File: config.mk
export PLATFORM = sky130hd
export DESIGN_NAME = cdr_top
export DESIGN_NICKNAME = d
export VERILOG_FILES = /design/src/hdl/cdr_pkg.sv /design/src/hdl/cdr_fifo.sv /design/src/hdl/cdr_top.sv
export SDC_FILE = /design/constraint.sdc
export NUM_CORES = 2
export LEC_CHECK = 0
export ABC_AREA = 1
export BUFFER_PORTS_ARGS = -buffer_cell sky130_fd_sc_hd__buf_4
export CORE_MARGIN = 8
export CORE_UTILIZATION = 40
export CTS_BUF_LIST = sky130_fd_sc_hd__clkbuf_4
export DETAILED_ROUTE_END_ITERATION = 16
export SYNTH_ARGS = -nofsm -noshare
export SYNTH_HDL_FRONTEND = slang
export SYNTH_HIERARCHICAL = 1
export SYNTH_SLANG_ARGS = --single-unit
File: constraint.sdc
create_clock -name hclk -period 4.9 [get_ports hclk]
set_clock_uncertainty 0.15 [all_clocks]
set_input_delay 0.735 -clock hclk [delete_from_list [all_inputs] [get_ports hclk]]
set_output_delay 0.735 -clock hclk [all_outputs]
set_load 0.05 [all_outputs]
File: src/hdl/cdr_pkg.sv
package cdr_pkg;
   // bus register byte offsets
   localparam logic [7:0] CDR_OFS_CMD = 8'h00;
   localparam logic [7:0] CDR_OFS_STATUS = 8'h04;
   localparam logic [7:0] CDR_OFS_RDDATA = 8'h08;
   localparam logic [7:0] CDR_OFS_MODE = 8'h0C;
   // command word fields
   localparam int CDR_CMD_RD_BIT = 9;
   localparam int CDR_CMD_RS_BIT = 8;
   // status fields
   localparam int CDR_ST_BUSY_BIT = 7;
   localparam int CDR_ST_PEND_BIT = 8;
   localparam int CDR_ST_RDV_BIT = 9;
   // mode fields
   localparam int CDR_MD_INC_BIT = 0;
   localparam int CDR_MD_SHIFT_BIT = 1;
   localparam int CDR_MD_TWO_BIT = 2;
   localparam int CDR_MD_GLYPH_BIT = 3;
   localparam int CDR_MD_OFS_LSB = 8;
   // reset values
   localparam logic CDR_RST_INC = 1'b1;
   localparam logic CDR_RST_SHIFT = 1'b0;
   localparam logic CDR_RST_TWO = 1'b0;
   localparam logic [6:0] CDR_RST_AC = 7'h00;
   localparam logic [7:0] CDR_RST_RDBUF = 8'h00;
   // address ranges
   localparam logic [6:0] CDR_ONE_LAST = 7'h4F;
   localparam logic [6:0] CDR_L1_FIRST = 7'h00;
   localparam logic [6:0] CDR_L1_LAST = 7'h27;
   localparam logic [6:0] CDR_L2_FIRST = 7'h40;
   localparam logic [6:0] CDR_L2_LAST = 7'h67;
   // sizes
   localparam int CDR_DDR_DEPTH = 128;
   localparam int CDR_CGR_DEPTH = 64;
   localparam int CDR_FIFO_DEPTH = 16;
   // timing
   localparam int CDR_CLK_NS = 40;
   localparam int CDR_INSTR_NS = 39000;
   localparam int CDR_DATA_NS = 43000;
   localparam int CDR_INSTR_CYC = (CDR_INSTR_NS + CDR_CLK_NS - 1) / CDR_CLK_NS;
   localparam int CDR_DATA_CYC = (CDR_DATA_NS + CDR_CLK_NS - 1) / CDR_CLK_NS;
   localparam int CDR_CNT_W = 11;

   typedef struct packed {
      logic read_dir;
      logic reg_select;
      logic [7:0] bus_byte;
   } cdr_cmd_t;

   typedef struct packed {
      logic inc;
      logic auto_display_shift;
      logic two_line;
      logic glyph_sel;
   } cdr_mode_t;

   typedef enum logic [4:0] {
      CDR_ST_IDLE = 5'b00001,
      CDR_ST_EXEC = 5'b00010,
      CDR_ST_FILL = 5'b00100,
      CDR_ST_LOAD = 5'b01000,
      CDR_ST_WAIT = 5'b10000
   } cdr_state_t;
endpackage

File: src/hdl/cdr_fifo.sv
`timescale 1ns/1ps
`default_nettype none
module cdr_fifo #(
   parameter int WIDTH = 10,
   parameter int DEPTH = 16
) (
   input wire logic clk,
   input wire logic rst_n,
   input wire logic in_valid,
   output logic in_ready,
   input wire logic [WIDTH-1:0] in_data,
   output logic out_valid,
   input wire logic out_ready,
   output logic [WIDTH-1:0] out_data
);
   localparam int AW = $clog2(DEPTH);
   logic [WIDTH-1:0] mem [DEPTH];
   logic [AW-1:0] wr_ptr_r;
   logic [AW-1:0] rd_ptr_r;
   logic [AW:0] count_r;
   logic push;
   logic pop;

   assign in_ready = (count_r != (AW+1)'(DEPTH));
   assign out_valid = (count_r != '0);
   assign out_data = mem[rd_ptr_r];
   assign push = in_valid & in_ready;
   assign pop = out_valid & out_ready;

   always_ff @(posedge clk) begin
      if (push) begin
         mem[wr_ptr_r] <= in_data;
      end
   end

   always_ff @(posedge clk or negedge rst_n) begin
      if (!rst_n) begin
         wr_ptr_r <= '0;
         rd_ptr_r <= '0;
         count_r <= '0;
      end else begin
         if (push) begin
            wr_ptr_r <= (wr_ptr_r == AW'(DEPTH - 1)) ? '0 : wr_ptr_r + 1'b1;
         end
         if (pop) begin
            rd_ptr_r <= (rd_ptr_r == AW'(DEPTH - 1)) ? '0 : rd_ptr_r + 1'b1;
         end
         if (push & !pop) begin
            count_r <= count_r + 1'b1;
         end else if (pop & !push) begin
            count_r <= count_r - 1'b1;
         end
      end
   end
endmodule

////////////////////////////////////////////////////////////////////////////////

module cdr_ram #(
   parameter int WIDTH = 8,
   parameter int DEPTH = 128
) (
   input wire logic clk,
   input wire logic we,
   input wire logic [$clog2(DEPTH)-1:0] addr,
   input wire logic [WIDTH-1:0] wdata,
   output logic [WIDTH-1:0] rdata
);
   logic [WIDTH-1:0] mem [DEPTH];

   always_ff @(posedge clk) begin
      if (we) begin
         mem[addr] <= wdata;
      end
      rdata <= mem[addr];
   end
endmodule
`default_nettype wire

File: src/hdl/cdr_top.sv
// Functional notes
// RL1 - instruction byte with top bit set loads address counter, selects display RAM
// RL2 - one-line mode display addresses run 00H through 4FH
// RL3 - two-line mode: line one 00H-27H, line two 40H-67H
// RL4 - status read returns busy on top bit, address counter below
// RL5 - while busy, no new instruction is taken
// RL6 - host polls busy clear before each write
// RL7 - one address counter serves both RAMs, set by last instruction
// RL8 - data write stores full byte at address counter
// RL9 - last address-set kind picks glyph or display RAM
// RL10 - after data write, step counter by entry mode, apply display shift
// RL11 - data read returns a RAM byte
// RL12 - after data read, step counter, never shift display
// RL13 - first read without address set is stale; second onward valid
// RL14 - cursor shift primes read path like a display address set; code primes it only on a left cursor shift (bus_byte[2] clear)
// RL15 - after a write, next read is stale until address set or cursor shift; code primes it only on a left cursor shift (bus_byte[2] clear)
// RL16 - direction bit set increments, clear decrements, both RAMs
// RL17 - line-count bit: 0 single line, 1 two lines
// RL18 - shift bit: write shifts display left on increment, right on decrement
//
// Design decisions made here: the AHB-Lite register port and the address map.
`timescale 1ns/1ps
`default_nettype none
module cdr_top
   import cdr_pkg::*;
#(
   parameter int FIFO_DEPTH = cdr_pkg::CDR_FIFO_DEPTH
) (
   input wire logic hclk,
   input wire logic hresetn,
   input wire logic hsel,
   input wire logic [31:0] haddr,
   input wire logic [1:0] htrans,
   input wire logic hwrite,
   input wire logic [2:0] hsize,
   input wire logic [31:0] hwdata,
   input wire logic hready,
   output logic hreadyout,
   output logic hresp,
   output logic [31:0] hrdata
);
   import cdr_pkg::*;

   ////////////////////////////////////////////////////////////////////////////
   // address stepping within the valid ranges
   function automatic logic [6:0] step_addr(input logic [6:0] ac, input cdr_mode_t md);
      logic [6:0] nx;
      nx = ac;
      if (md.glyph_sel) begin
         nx = md.inc ? {1'b0, ac[5:0] + 6'h01} : {1'b0, ac[5:0] - 6'h01};
      end else if (!md.two_line) begin
         if (md.inc) begin
            nx = (ac >= CDR_ONE_LAST) ? CDR_L1_FIRST : ac + 7'h01; // RL2
         end else begin
            nx = (ac == CDR_L1_FIRST || ac > CDR_ONE_LAST) ? CDR_ONE_LAST : ac - 7'h01; // RL2
         end
      end else if (md.inc) begin
         if (ac == CDR_L1_LAST) begin
            nx = CDR_L2_FIRST; // RL3
         end else if (ac >= CDR_L2_LAST) begin
            nx = CDR_L1_FIRST; // RL3
         end else begin
            nx = ac + 7'h01;
         end
      end else begin
         if (ac == CDR_L2_FIRST) begin
            nx = CDR_L1_LAST; // RL3
         end else if (ac == CDR_L1_FIRST || ac > CDR_L2_LAST) begin
            nx = CDR_L2_LAST; // RL3
         end else begin
            nx = ac - 7'h01;
         end
      end
      return nx;
   endfunction

   ////////////////////////////////////////////////////////////////////////////
   // state
   cdr_state_t state_r;
   cdr_mode_t mode_r;
   cdr_cmd_t cmd_r;
   logic [6:0] ac_r;
   logic [6:0] shift_ofs_r;
   logic [7:0] rdbuf_r;
   logic [7:0] result_r;
   logic rd_valid_r;
   logic [CDR_CNT_W-1:0] busy_cnt_r;
   logic busy_indicator;

   // bus side
   logic dph_cmd_r;
   logic dph_rd_r;
   logic [7:0] dph_ofs_r;
   logic hreadyout_r;
   logic [31:0] hrdata_r;
   logic addr_ok;
   logic [7:0] ofs;
   logic rddata_read;

   // fifo
   cdr_cmd_t fifo_in;
   cdr_cmd_t fifo_out;
   logic fifo_in_ready;
   logic fifo_out_valid;
   logic fifo_pop;

   // ram
   logic ddr_we;
   logic cgr_we;
   logic [7:0] ddr_rdata;
   logic [7:0] cgr_rdata;
   logic [7:0] ram_rdata;

   assign busy_indicator = !state_r[0];
   assign ofs = haddr[7:0];
   assign addr_ok = hsel & htrans[1] & hready;
   assign fifo_in = cdr_cmd_t'(hwdata[9:0]);
   assign fifo_pop = state_r[0] & fifo_out_valid; // RL5
   assign ram_rdata = mode_r.glyph_sel ? cgr_rdata : ddr_rdata; // RL9
   assign rddata_read = addr_ok & !hwrite & (ofs == CDR_OFS_RDDATA);
   assign hreadyout = hreadyout_r;
   assign hresp = 1'b0;
   assign hrdata = hrdata_r;

   ////////////////////////////////////////////////////////////////////////////
   // ahb-lite slave
   always_ff @(posedge hclk or negedge hresetn) begin
      if (!hresetn) begin
         dph_cmd_r <= 1'b0;
         dph_rd_r <= 1'b0;
         dph_ofs_r <= 8'h00;
      end else if (hreadyout_r) begin
         dph_cmd_r <= addr_ok & hwrite & (ofs == CDR_OFS_CMD);
         dph_rd_r <= addr_ok & !hwrite;
         dph_ofs_r <= ofs;
      end else if (fifo_in_ready) begin
         dph_cmd_r <= 1'b0;
      end
   end

   // command writes wait until the fifo takes the word
   always_ff @(posedge hclk or negedge hresetn) begin
      if (!hresetn) begin
         hreadyout_r <= 1'b1;
      end else if (hreadyout_r) begin
         hreadyout_r <= !(addr_ok & hwrite & (ofs == CDR_OFS_CMD));
      end else begin
         hreadyout_r <= fifo_in_ready;
      end
   end

   always_ff @(posedge hclk or negedge hresetn) begin
      if (!hresetn) begin
         hrdata_r <= 32'h0000_0000;
      end else if (addr_ok & !hwrite) begin
         hrdata_r <= 32'h0000_0000;
         case (ofs)
            CDR_OFS_STATUS: begin
               hrdata_r[CDR_ST_BUSY_BIT] <= busy_indicator; // RL4
               hrdata_r[6:0] <= ac_r; // RL4
               hrdata_r[CDR_ST_PEND_BIT] <= fifo_out_valid;
               hrdata_r[CDR_ST_RDV_BIT] <= rd_valid_r;
            end
            CDR_OFS_RDDATA: begin
               hrdata_r[7:0] <= result_r;
               hrdata_r[CDR_ST_PEND_BIT] <= rd_valid_r;
            end
            CDR_OFS_MODE: begin
               hrdata_r[CDR_MD_INC_BIT] <= mode_r.inc;
               hrdata_r[CDR_MD_SHIFT_BIT] <= mode_r.auto_display_shift;
               hrdata_r[CDR_MD_TWO_BIT] <= mode_r.two_line;
               hrdata_r[CDR_MD_GLYPH_BIT] <= mode_r.glyph_sel;
               hrdata_r[CDR_MD_OFS_LSB +: 7] <= shift_ofs_r;
            end
            default: begin
               hrdata_r <= 32'h0000_0000;
            end
         endcase
      end
   end

   ////////////////////////////////////////////////////////////////////////////
   // command queue
   cdr_fifo #(
      .WIDTH($bits(cdr_cmd_t)),
      .DEPTH(FIFO_DEPTH)
   ) u_fifo (
      .clk(hclk),
      .rst_n(hresetn),
      .in_valid(dph_cmd_r & !hreadyout_r),
      .in_ready(fifo_in_ready),
      .in_data(fifo_in),
      .out_valid(fifo_out_valid),
      .out_ready(fifo_pop),
      .out_data(fifo_out)
   );

   ////////////////////////////////////////////////////////////////////////////
   // character and glyph memories
   assign ddr_we = state_r[1] & cmd_r.reg_select & !cmd_r.read_dir & !mode_r.glyph_sel;
   assign cgr_we = state_r[1] & cmd_r.reg_select & !cmd_r.read_dir & mode_r.glyph_sel;

   cdr_ram #(
      .WIDTH(8),
      .DEPTH(CDR_DDR_DEPTH)
   ) u_display_char_ram (
      .clk(hclk),
      .we(ddr_we), // RL8
      .addr(ac_r), // RL7
      .wdata(cmd_r.bus_byte),
      .rdata(ddr_rdata)
   );

   cdr_ram #(
      .WIDTH(8),
      .DEPTH(CDR_CGR_DEPTH)
   ) u_glyph_pattern_ram (
      .clk(hclk),
      .we(cgr_we), // RL8
      .addr(ac_r[5:0]), // RL7
      .wdata(cmd_r.bus_byte),
      .rdata(cgr_rdata)
   );

   ////////////////////////////////////////////////////////////////////////////
   // interpreter sequencing
   always_ff @(posedge hclk or negedge hresetn) begin
      if (!hresetn) begin
         state_r <= CDR_ST_IDLE;
         cmd_r <= '0;
         busy_cnt_r <= '0;
      end else begin
         case (state_r)
            CDR_ST_IDLE: begin
               if (fifo_out_valid) begin
                  cmd_r <= fifo_out; // RL5
                  state_r <= CDR_ST_EXEC;
               end
            end
            CDR_ST_EXEC: begin
               if (cmd_r.reg_select) begin
                  busy_cnt_r <= CDR_CNT_W'(CDR_DATA_CYC);
                  state_r <= cmd_r.read_dir ? CDR_ST_FILL : CDR_ST_WAIT;
               end else if (cmd_r.read_dir) begin
                  state_r <= CDR_ST_IDLE;
               end else begin
                  busy_cnt_r <= CDR_CNT_W'(CDR_INSTR_CYC);
                  if (cmd_r.bus_byte[7:6] != 2'b00 ||
                      cmd_r.bus_byte[7:2] == 6'b000100) begin
                     state_r <= CDR_ST_FILL; // RL14
                  end else begin
                     state_r <= CDR_ST_WAIT;
                  end
               end
            end
            CDR_ST_FILL: begin
               busy_cnt_r <= busy_cnt_r - 1'b1;
               state_r <= CDR_ST_LOAD;
            end
            CDR_ST_LOAD: begin
               busy_cnt_r <= busy_cnt_r - 1'b1;
               state_r <= CDR_ST_WAIT;
            end
            CDR_ST_WAIT: begin
               busy_cnt_r <= busy_cnt_r - 1'b1;
               if (busy_cnt_r <= CDR_CNT_W'(2)) begin
                  state_r <= CDR_ST_IDLE; // RL5
               end
            end
            default: begin
               state_r <= CDR_ST_IDLE;
            end
         endcase
      end
   end

   ////////////////////////////////////////////////////////////////////////////
   // address counter and mode
   always_ff @(posedge hclk or negedge hresetn) begin
      if (!hresetn) begin
         ac_r <= CDR_RST_AC;
         mode_r <= '{CDR_RST_INC, CDR_RST_SHIFT, CDR_RST_TWO, 1'b0};
      end else if (state_r[1]) begin
         if (cmd_r.reg_select) begin
            ac_r <= step_addr(ac_r, mode_r); // RL10 RL12 RL16
         end else if (!cmd_r.read_dir) begin
            if (cmd_r.bus_byte[7]) begin
               ac_r <= cmd_r.bus_byte[6:0]; // RL1 RL7
               mode_r.glyph_sel <= 1'b0; // RL1 RL9
            end else if (cmd_r.bus_byte[7:6] == 2'b01) begin
               ac_r <= {1'b0, cmd_r.bus_byte[5:0]}; // RL7
               mode_r.glyph_sel <= 1'b1; // RL9
            end else if (cmd_r.bus_byte[7:5] == 3'b001) begin
               mode_r.two_line <= cmd_r.bus_byte[3]; // RL17
            end else if (cmd_r.bus_byte[7:3] == 5'b00010) begin
               ac_r <= step_addr(ac_r, '{cmd_r.bus_byte[2], 1'b0, mode_r.two_line,
                                          1'b0}); // RL14
               mode_r.glyph_sel <= 1'b0; // RL14
            end else if (cmd_r.bus_byte[7:2] == 6'b000001) begin
               mode_r.inc <= cmd_r.bus_byte[1]; // RL16
               mode_r.auto_display_shift <= cmd_r.bus_byte[0]; // RL18
            end
         end
      end
   end

   // display shift position
   always_ff @(posedge hclk or negedge hresetn) begin
      if (!hresetn) begin
         shift_ofs_r <= 7'h00;
      end else if (state_r[1]) begin
         if (ddr_we & mode_r.auto_display_shift) begin
            shift_ofs_r <= mode_r.inc ? shift_ofs_r + 7'h01 : shift_ofs_r - 7'h01; // RL10 RL18
         end else if (!cmd_r.reg_select & !cmd_r.read_dir &
                      cmd_r.bus_byte[7:3] == 5'b00011) begin
            shift_ofs_r <= cmd_r.bus_byte[2] ? shift_ofs_r - 7'h01 : shift_ofs_r + 7'h01;
         end
      end
   end

   ////////////////////////////////////////////////////////////////////////////
   // read path: buffer refilled only on address set, left cursor shift or data read
   always_ff @(posedge hclk or negedge hresetn) begin
      if (!hresetn) begin
         rdbuf_r <= CDR_RST_RDBUF; // RL13
      end else if (state_r[3]) begin
         rdbuf_r <= ram_rdata; // RL13 RL14 RL15
      end
   end

   always_ff @(posedge hclk or negedge hresetn) begin
      if (!hresetn) begin
         result_r <= 8'h00;
      end else if (state_r[1] & cmd_r.read_dir) begin
         if (cmd_r.reg_select) begin
            result_r <= rdbuf_r; // RL11 RL13
         end else begin
            result_r <= {1'b0, ac_r}; // RL4
         end
      end
   end

   // set wins over the clear by software read
   always_ff @(posedge hclk or negedge hresetn) begin
      if (!hresetn) begin
         rd_valid_r <= 1'b0;
      end else if (state_r[1] & cmd_r.read_dir) begin
         rd_valid_r <= 1'b1;
      end else if (rddata_read) begin
         rd_valid_r <= 1'b0;
      end
   end

   logic unused_ok;
   assign unused_ok = &{1'b0, haddr[31:8], hsize, dph_rd_r, dph_ofs_r};
endmodule
`default_nettype wire

### Word level (Yosys, flattened, before mapping)

Memories as Yosys holds them, arrays and structs flattened. A register that Yosys moved wholly into a read port is not among the register bits.
Index checks and enable logic that the tools add are counted.

* $add $sub $neg: 11
* order comparisons: 5
* equality and inequality tests: 25
* multiplexer cells: 60
* bitwise logic cells: 26
* reductions and logical operators: 33

Operator list (count)
* 7-bit two-way mux: 23
* 5-bit two-way mux: 9
* 5-bit case mux with 5 select lines: 1
* 11-bit two-way mux: 2
* 11-bit case mux with 2 select lines: 1
* 1-bit AND: 20
* 8-bit by 4-bit == test with 1-bit output, second input constant: 2
* 8-bit two-way mux: 2
* 5-bit by 2-bit == test with 1-bit output, second input constant: 3
* 1-bit two-way mux: 15
* 7-bit by 1-bit adder with 7-bit output, second input constant: 2
* 7-bit greater-or-equal comparator, second input constant: 2
* 7-bit greater-than comparator, second input constant: 2
* 7-bit by 1-bit subtractor with 7-bit output, second input constant: 2
* 4-bit case mux with 3 select lines: 1
* 2-bit nonzero test: 6
* 11-bit by 2-bit less-or-equal comparator with 1-bit output, second input constant: 1
* 11-bit by 1-bit subtractor with 11-bit output, second input constant: 1
* 1-bit zero test: 10
* 4-bit by 1-bit adder with 4-bit output, second input constant: 2
* 4-bit == test, second input constant: 2
* 8-bit by 3-bit == test with 1-bit output, second input constant: 1
* 8-bit zero test: 1
* 4-bit two-way mux: 2
* other kinds (34): 47

* bits in registers: 81
* RAM bits: 1696
* output and inout port bits: 34
* word-level logic and storage cells: 180
* memories: 3

Memory list
* u_display_char_ram.mem: depth 128, width 8, rd ports 1, clocked after memory_dff 1, wr ports 1, line cdr_fifo.sv:69 `logic [WIDTH-1:0] mem [DEPTH];`
* u_glyph_pattern_ram.mem: depth 64, width 8, rd ports 1, clocked after memory_dff 1, wr ports 1, line cdr_fifo.sv:69
* u_fifo.mem: depth 16, width 10, rd ports 1, clocked after memory_dff 1, wr ports 1, line cdr_fifo.sv:17 `logic [WIDTH-1:0] mem [DEPTH];`

### Logic depth before layout (Yosys ltp)

* depth after elaboration: 12
* depth in mapped cells: 16

### Hierarchy

The synthesis kept the hierarchy.

By module, submodules not included
* cdr_ram (u_display_char_ram): times used 1, cells each 4402, area each 43975.9 µm²
* cdr_ram (u_glyph_pattern_ram): times used 1, cells each 2167, area each 22044.9 µm²
* cdr_fifo: times used 1, cells each 766, area each 7835.0 µm²
* cdr_top: times used 1, cells each 767, area each 5407.7 µm²

### Worst setup path before layout

No wires, ideal clock.

* path kind: register -> register
* start: reg cmd_r[3] (netlist bit)
* end: reg ac_r[5]
* setup time: 0.116 ns
* arrival: 3.825 ns
* path slack: 0.808 ns
* stages on the path, launching flop included: 10
* buffers on the path: 0
* cell sequence: dfrtp_1 > inv_1 > nand2_1 > o21ai_0 > a21oi_1 > inv_1 > nand2_1 > a21oi_1 > nand2_1 > nand2_1

* longest elaborated chain between the ends: 3

Ends and longest elaborated chain
* start: declaration: line cdr_top.sv:81 `cdr_cmd_t cmd_r;`
* start signal: assignment: line cdr_top.sv:236 `cmd_r <= fifo_out;`
* 5-bit by 2-bit == test with 1-bit output: line cdr_top.sv:295 `end else if (cmd_r.bus_byte[7:3] == 5'b00010) begin`
* 4-bit nonzero test (no source line)
* 4-bit AND reduction (no source line)
* end signal: assignment: line cdr_top.sv:288 `ac_r <= cmd_r.bus_byte[6:0];`
* end signal: assignment: line cdr_top.sv:291 `ac_r <= {1'b0, cmd_r.bus_byte[5:0]};`
* end signal: assignment: line cdr_top.sv:296 `ac_r <= step_addr(ac_r, '{cmd_r.bus_byte[2], 1'b0, mode_r.two_line,`
* end: declaration: line cdr_top.sv:82 `logic [6:0] ac_r;`

No other way between the ends.
A chain may end at the register's enable or synchronous reset.

### Final worst setup path

* start: reg cmd_r[8] (netlist bit)
* end: mem u_glyph_pattern_ram.mem[94][0], in the netlist u_glyph_pattern_ram/mem[47][0] (enable)

* longest elaborated chain between the ends: 5

Ends and longest elaborated chain
* 1-bit AND (3 in a row): line cdr_top.sv:201 `assign cgr_we = state_r[1] & cmd_r.reg_select & !cmd_r.read_dir & mode_r.glyph_sel;`
* net cgr_we: line cdr_top.sv:109 `logic cgr_we;`
* 1-bit two-way mux: line cdr_fifo.sv:72 `if (we) begin`
* 1-bit two-way mux (not written as such): line cdr_fifo.sv:73 `mem[addr] <= wdata;`
* end: declaration: line cdr_fifo.sv:69

The timed path passes the listed nets, and every way through them passes these cells.

==> qor.yml <==
antenna_found_initial: 3
ir_worst_vdd_uv: 161
hold_viol: 0
grt_overflow: 0
finalWorstSetupSlack_ns: 1.16
synth_warnings: 6
p_per_area_nw_per_um2: 371
required_ns: 5.65
fin_crit_sh_pct: 76.2
max_cap_violations: 0
yosysMostFrequentCell: "nand2_1"
relSlewSlack_pct: 22.4
grt_use_total_pct: 18.7
syn-cell-area_sq_um: 79300
fp.dieH_um: 461
dr.first_iter.drc_count: 4968
drt-total-wl_um: 204000
grt_pass1_wl_um: 313000
worstSetupEndpointType: "register"
fp-row-count: 163
worstSetupStartpointType: "register"
critPathSlowestCell: "nor2_1"
placement.io_buffers: 39
die_area_sq_um: 213000
period_needed_ns: 3.74
drtPass1Iterations: 6
crit_arrival_ns: 4.48
p_switching_mw: 8.30
p_clk_share_pct: 38.6
critPathMaxStageDelay_ns: 1.05
crit_path_cell_trace: "nand2_1, nor2_1, buf_4, nand4_1, nor2_1"
cts_hold_buf: 45
finalSetupTns_ns: 0
cts_buffer_depth: 4
die_w_um: 461
critPathLaunch: "cmd_r[8]"
crit_type: "reg2reg"
power.share.switching_pct: 25.5
ys_ff_latch: 1803
ctsHtreeMaxLevel: 5
cts_buffers: 467
clkTransAtPathRegs_ns: 0.07
p_int_mw: 24.3
cts_setup_buffers: 0
ant_nets: 0
hold_slack_ns: 0.280
yosysSeqAreaShare_pct: 67.5
dpl_cell_area_sq_um: 81700
synthTopCellsByCount: "nand2_1, edfxtp_1, nor2_1, inv_1, nand3_1"
finalSetupViolations: 0
insertion_delay_ns: 1.41
cts_num_sinks: 1803
synth_cell_types: 59
grt_max_degree: 194
cp_top_family: "simple AND/OR/NAND/NOR gates"
areaGrowthSynthToFinish_pct: 10.9
viasPerCell: 4.91
drive_above_1_share_pct: 11.2
report.final.slew_viol_count: 0
fmax_mhz: 268
synth_ff_type: "edfxtp_1"
cts_root_buf: "clkbuf_4"
synth_area_leaders: "edfxtp_1, nand2_1, dfrtp_1"
tritoncts: "built"
cts_resized: 0
nets: 8473
p_leak_nw: 37.3
place_congestion: 0.858
core_area_sq_um: 197000
min_path_type: "in2async"
synth-async-reset-ratio_pct: 5.05
worst_pin_slew_ns: 1.16
io-pin-count: 108
combPwrFrac_pct: 8.8
crit_fanout: 17
dp_hpwl_um: 114000
grt_pass1_vias: 54200
rsz0062_at_grt: "no"
reg2reg_from: "cmd_r[8]"
p_total_mw: 32.6
yosys.area.top_type: "edfxtp_1"
crit_buf_inv: 1
vias: 55700
routedWlPerCell_um: 18.0
synth_edf_count: 1696
final_cell_area_sq_um: 87900
status: "finished clean"
initial_core_util_pct: 40.2
seq_power_share_pct: 52.5
crit_top_cell: "nor2_1"
dp_slack_ns: 1.30
netlist_instances: 8102
synth_area_per_cell_sq_um: 9.78
synth_top_area_share_pct: 64.3
drc: 0
[cell type report]
class	instances	area [sq um]
inverter	351	1350
multi-input combinational	5568	22300
antenna	6	15.0
tap	2640	3300
clock inverter	96	482
timing repair buffer	186	1640
clock buffer	701	5260
fill	18900	109000
sequential	1803	53600
[routing by layer]
metal / track usage (%) / part of all wire, %
met5: 0 / 0
met4: 5.73 / 2.2
met3: 3.93 / 7.4
met2: 30.1 / 47
met1: 25.7 / 44
[kinds of logic after synthesis]
kind of cell / Yosys count / share of synthesized area (%)
compound gates: 167 / 1.21
xor+xnor: 24 / 0.265
fa+ha+maj: 22 / 0.366
buf+inv: 748 / 4.43
flops: 1803 / 67.5
mux: 1 / 0.0142
other cells: 1 / 0.00473
simple gates: 5336 / 26.2
[state kept, by name (all words and copies together), names as in the netlist, 7 cells and up]
signal and flops:
u_display_char_ram/mem 1024, u_glyph_pattern_ram/mem 512, u_fifo/mem 160, hrdata 15, busy_cnt_r 11, cmd_r 10
rdbuf_r 8, result_r 8, u_display_char_ram/rdata 8, u_glyph_pattern_ram/rdata 8, ac_r 7, shift_ofs_r 7
[worst register-to-register path, cell delays in order (launching register included)]
cell	delay (ns)
dfrtp_1	0.73
nand2_1	0.22
nor2_1	0.17
buf_4	0.22
nand4_1	0.69
nor2_1	1.05
[final timing paths]
check	end	slack, ns	cells past startpoint
setup / recovery	u_glyph_pattern_ram/mem[47][0]	1.16	5
hold / removal	hreadyout	0.28	3
setup reg to reg	u_glyph_pattern_ram/mem[47][0]	1.16	5
hold reg to reg	hrdata[7]	0.30	2
max in group asynchronous	ac_r[1]	3.73	4
min in group hclk	hrdata[7]	0.30	2
[layout by cell type (no fill, tap or decap), types with 7 or more instances in the layout]
cell type      instances
a21oi_1               43
buf_12                 9
buf_4                132
clkbuf_4             701
clkinv_1              77
clkinv_2              11
conb_1                18
dfrtp_1               76
dfrtp_4               11
dfxtp_1               16
dlygate4sd3_1         44
edfxtp_1            1696
ha_1                  20
inv_1                331
inv_2                 19
nand2_1             4543
nand2_2                7
nand3_1              275
nand4_1               21
nor2_1               406
nor2_2                10
nor3_1                10
nor3_2                10
o211ai_1              11
o21ai_0               76
o21ai_1               10
or2_2                 35
xor2_1                18
[power by group through the flow]
stage / Clock [mW] / Sequential [mW] / Combinational (mW)
after CTS: 13.0 / 17.1 / 2.87
after global routing: 13.8 / 17.1 / 3.21
after detailed placement: 0 / 17.5 / 2.84
after floorplan: 0 / 17.4 / 1.94
after global placement: 0 / 17.4 / 2.83
final: 12.6 / 17.1 / 2.88
[stage by stage]
stage / std cells / utilization, %
floorplan: 8119 / -
detailed placement: 10500 / 41.4
CTS: 11300 / 44.6
global route: 11300 / 44.6
global placement: 10500 / 41.4
finish: 11400 / 44.6
Power figures use the tool's default switching activity.
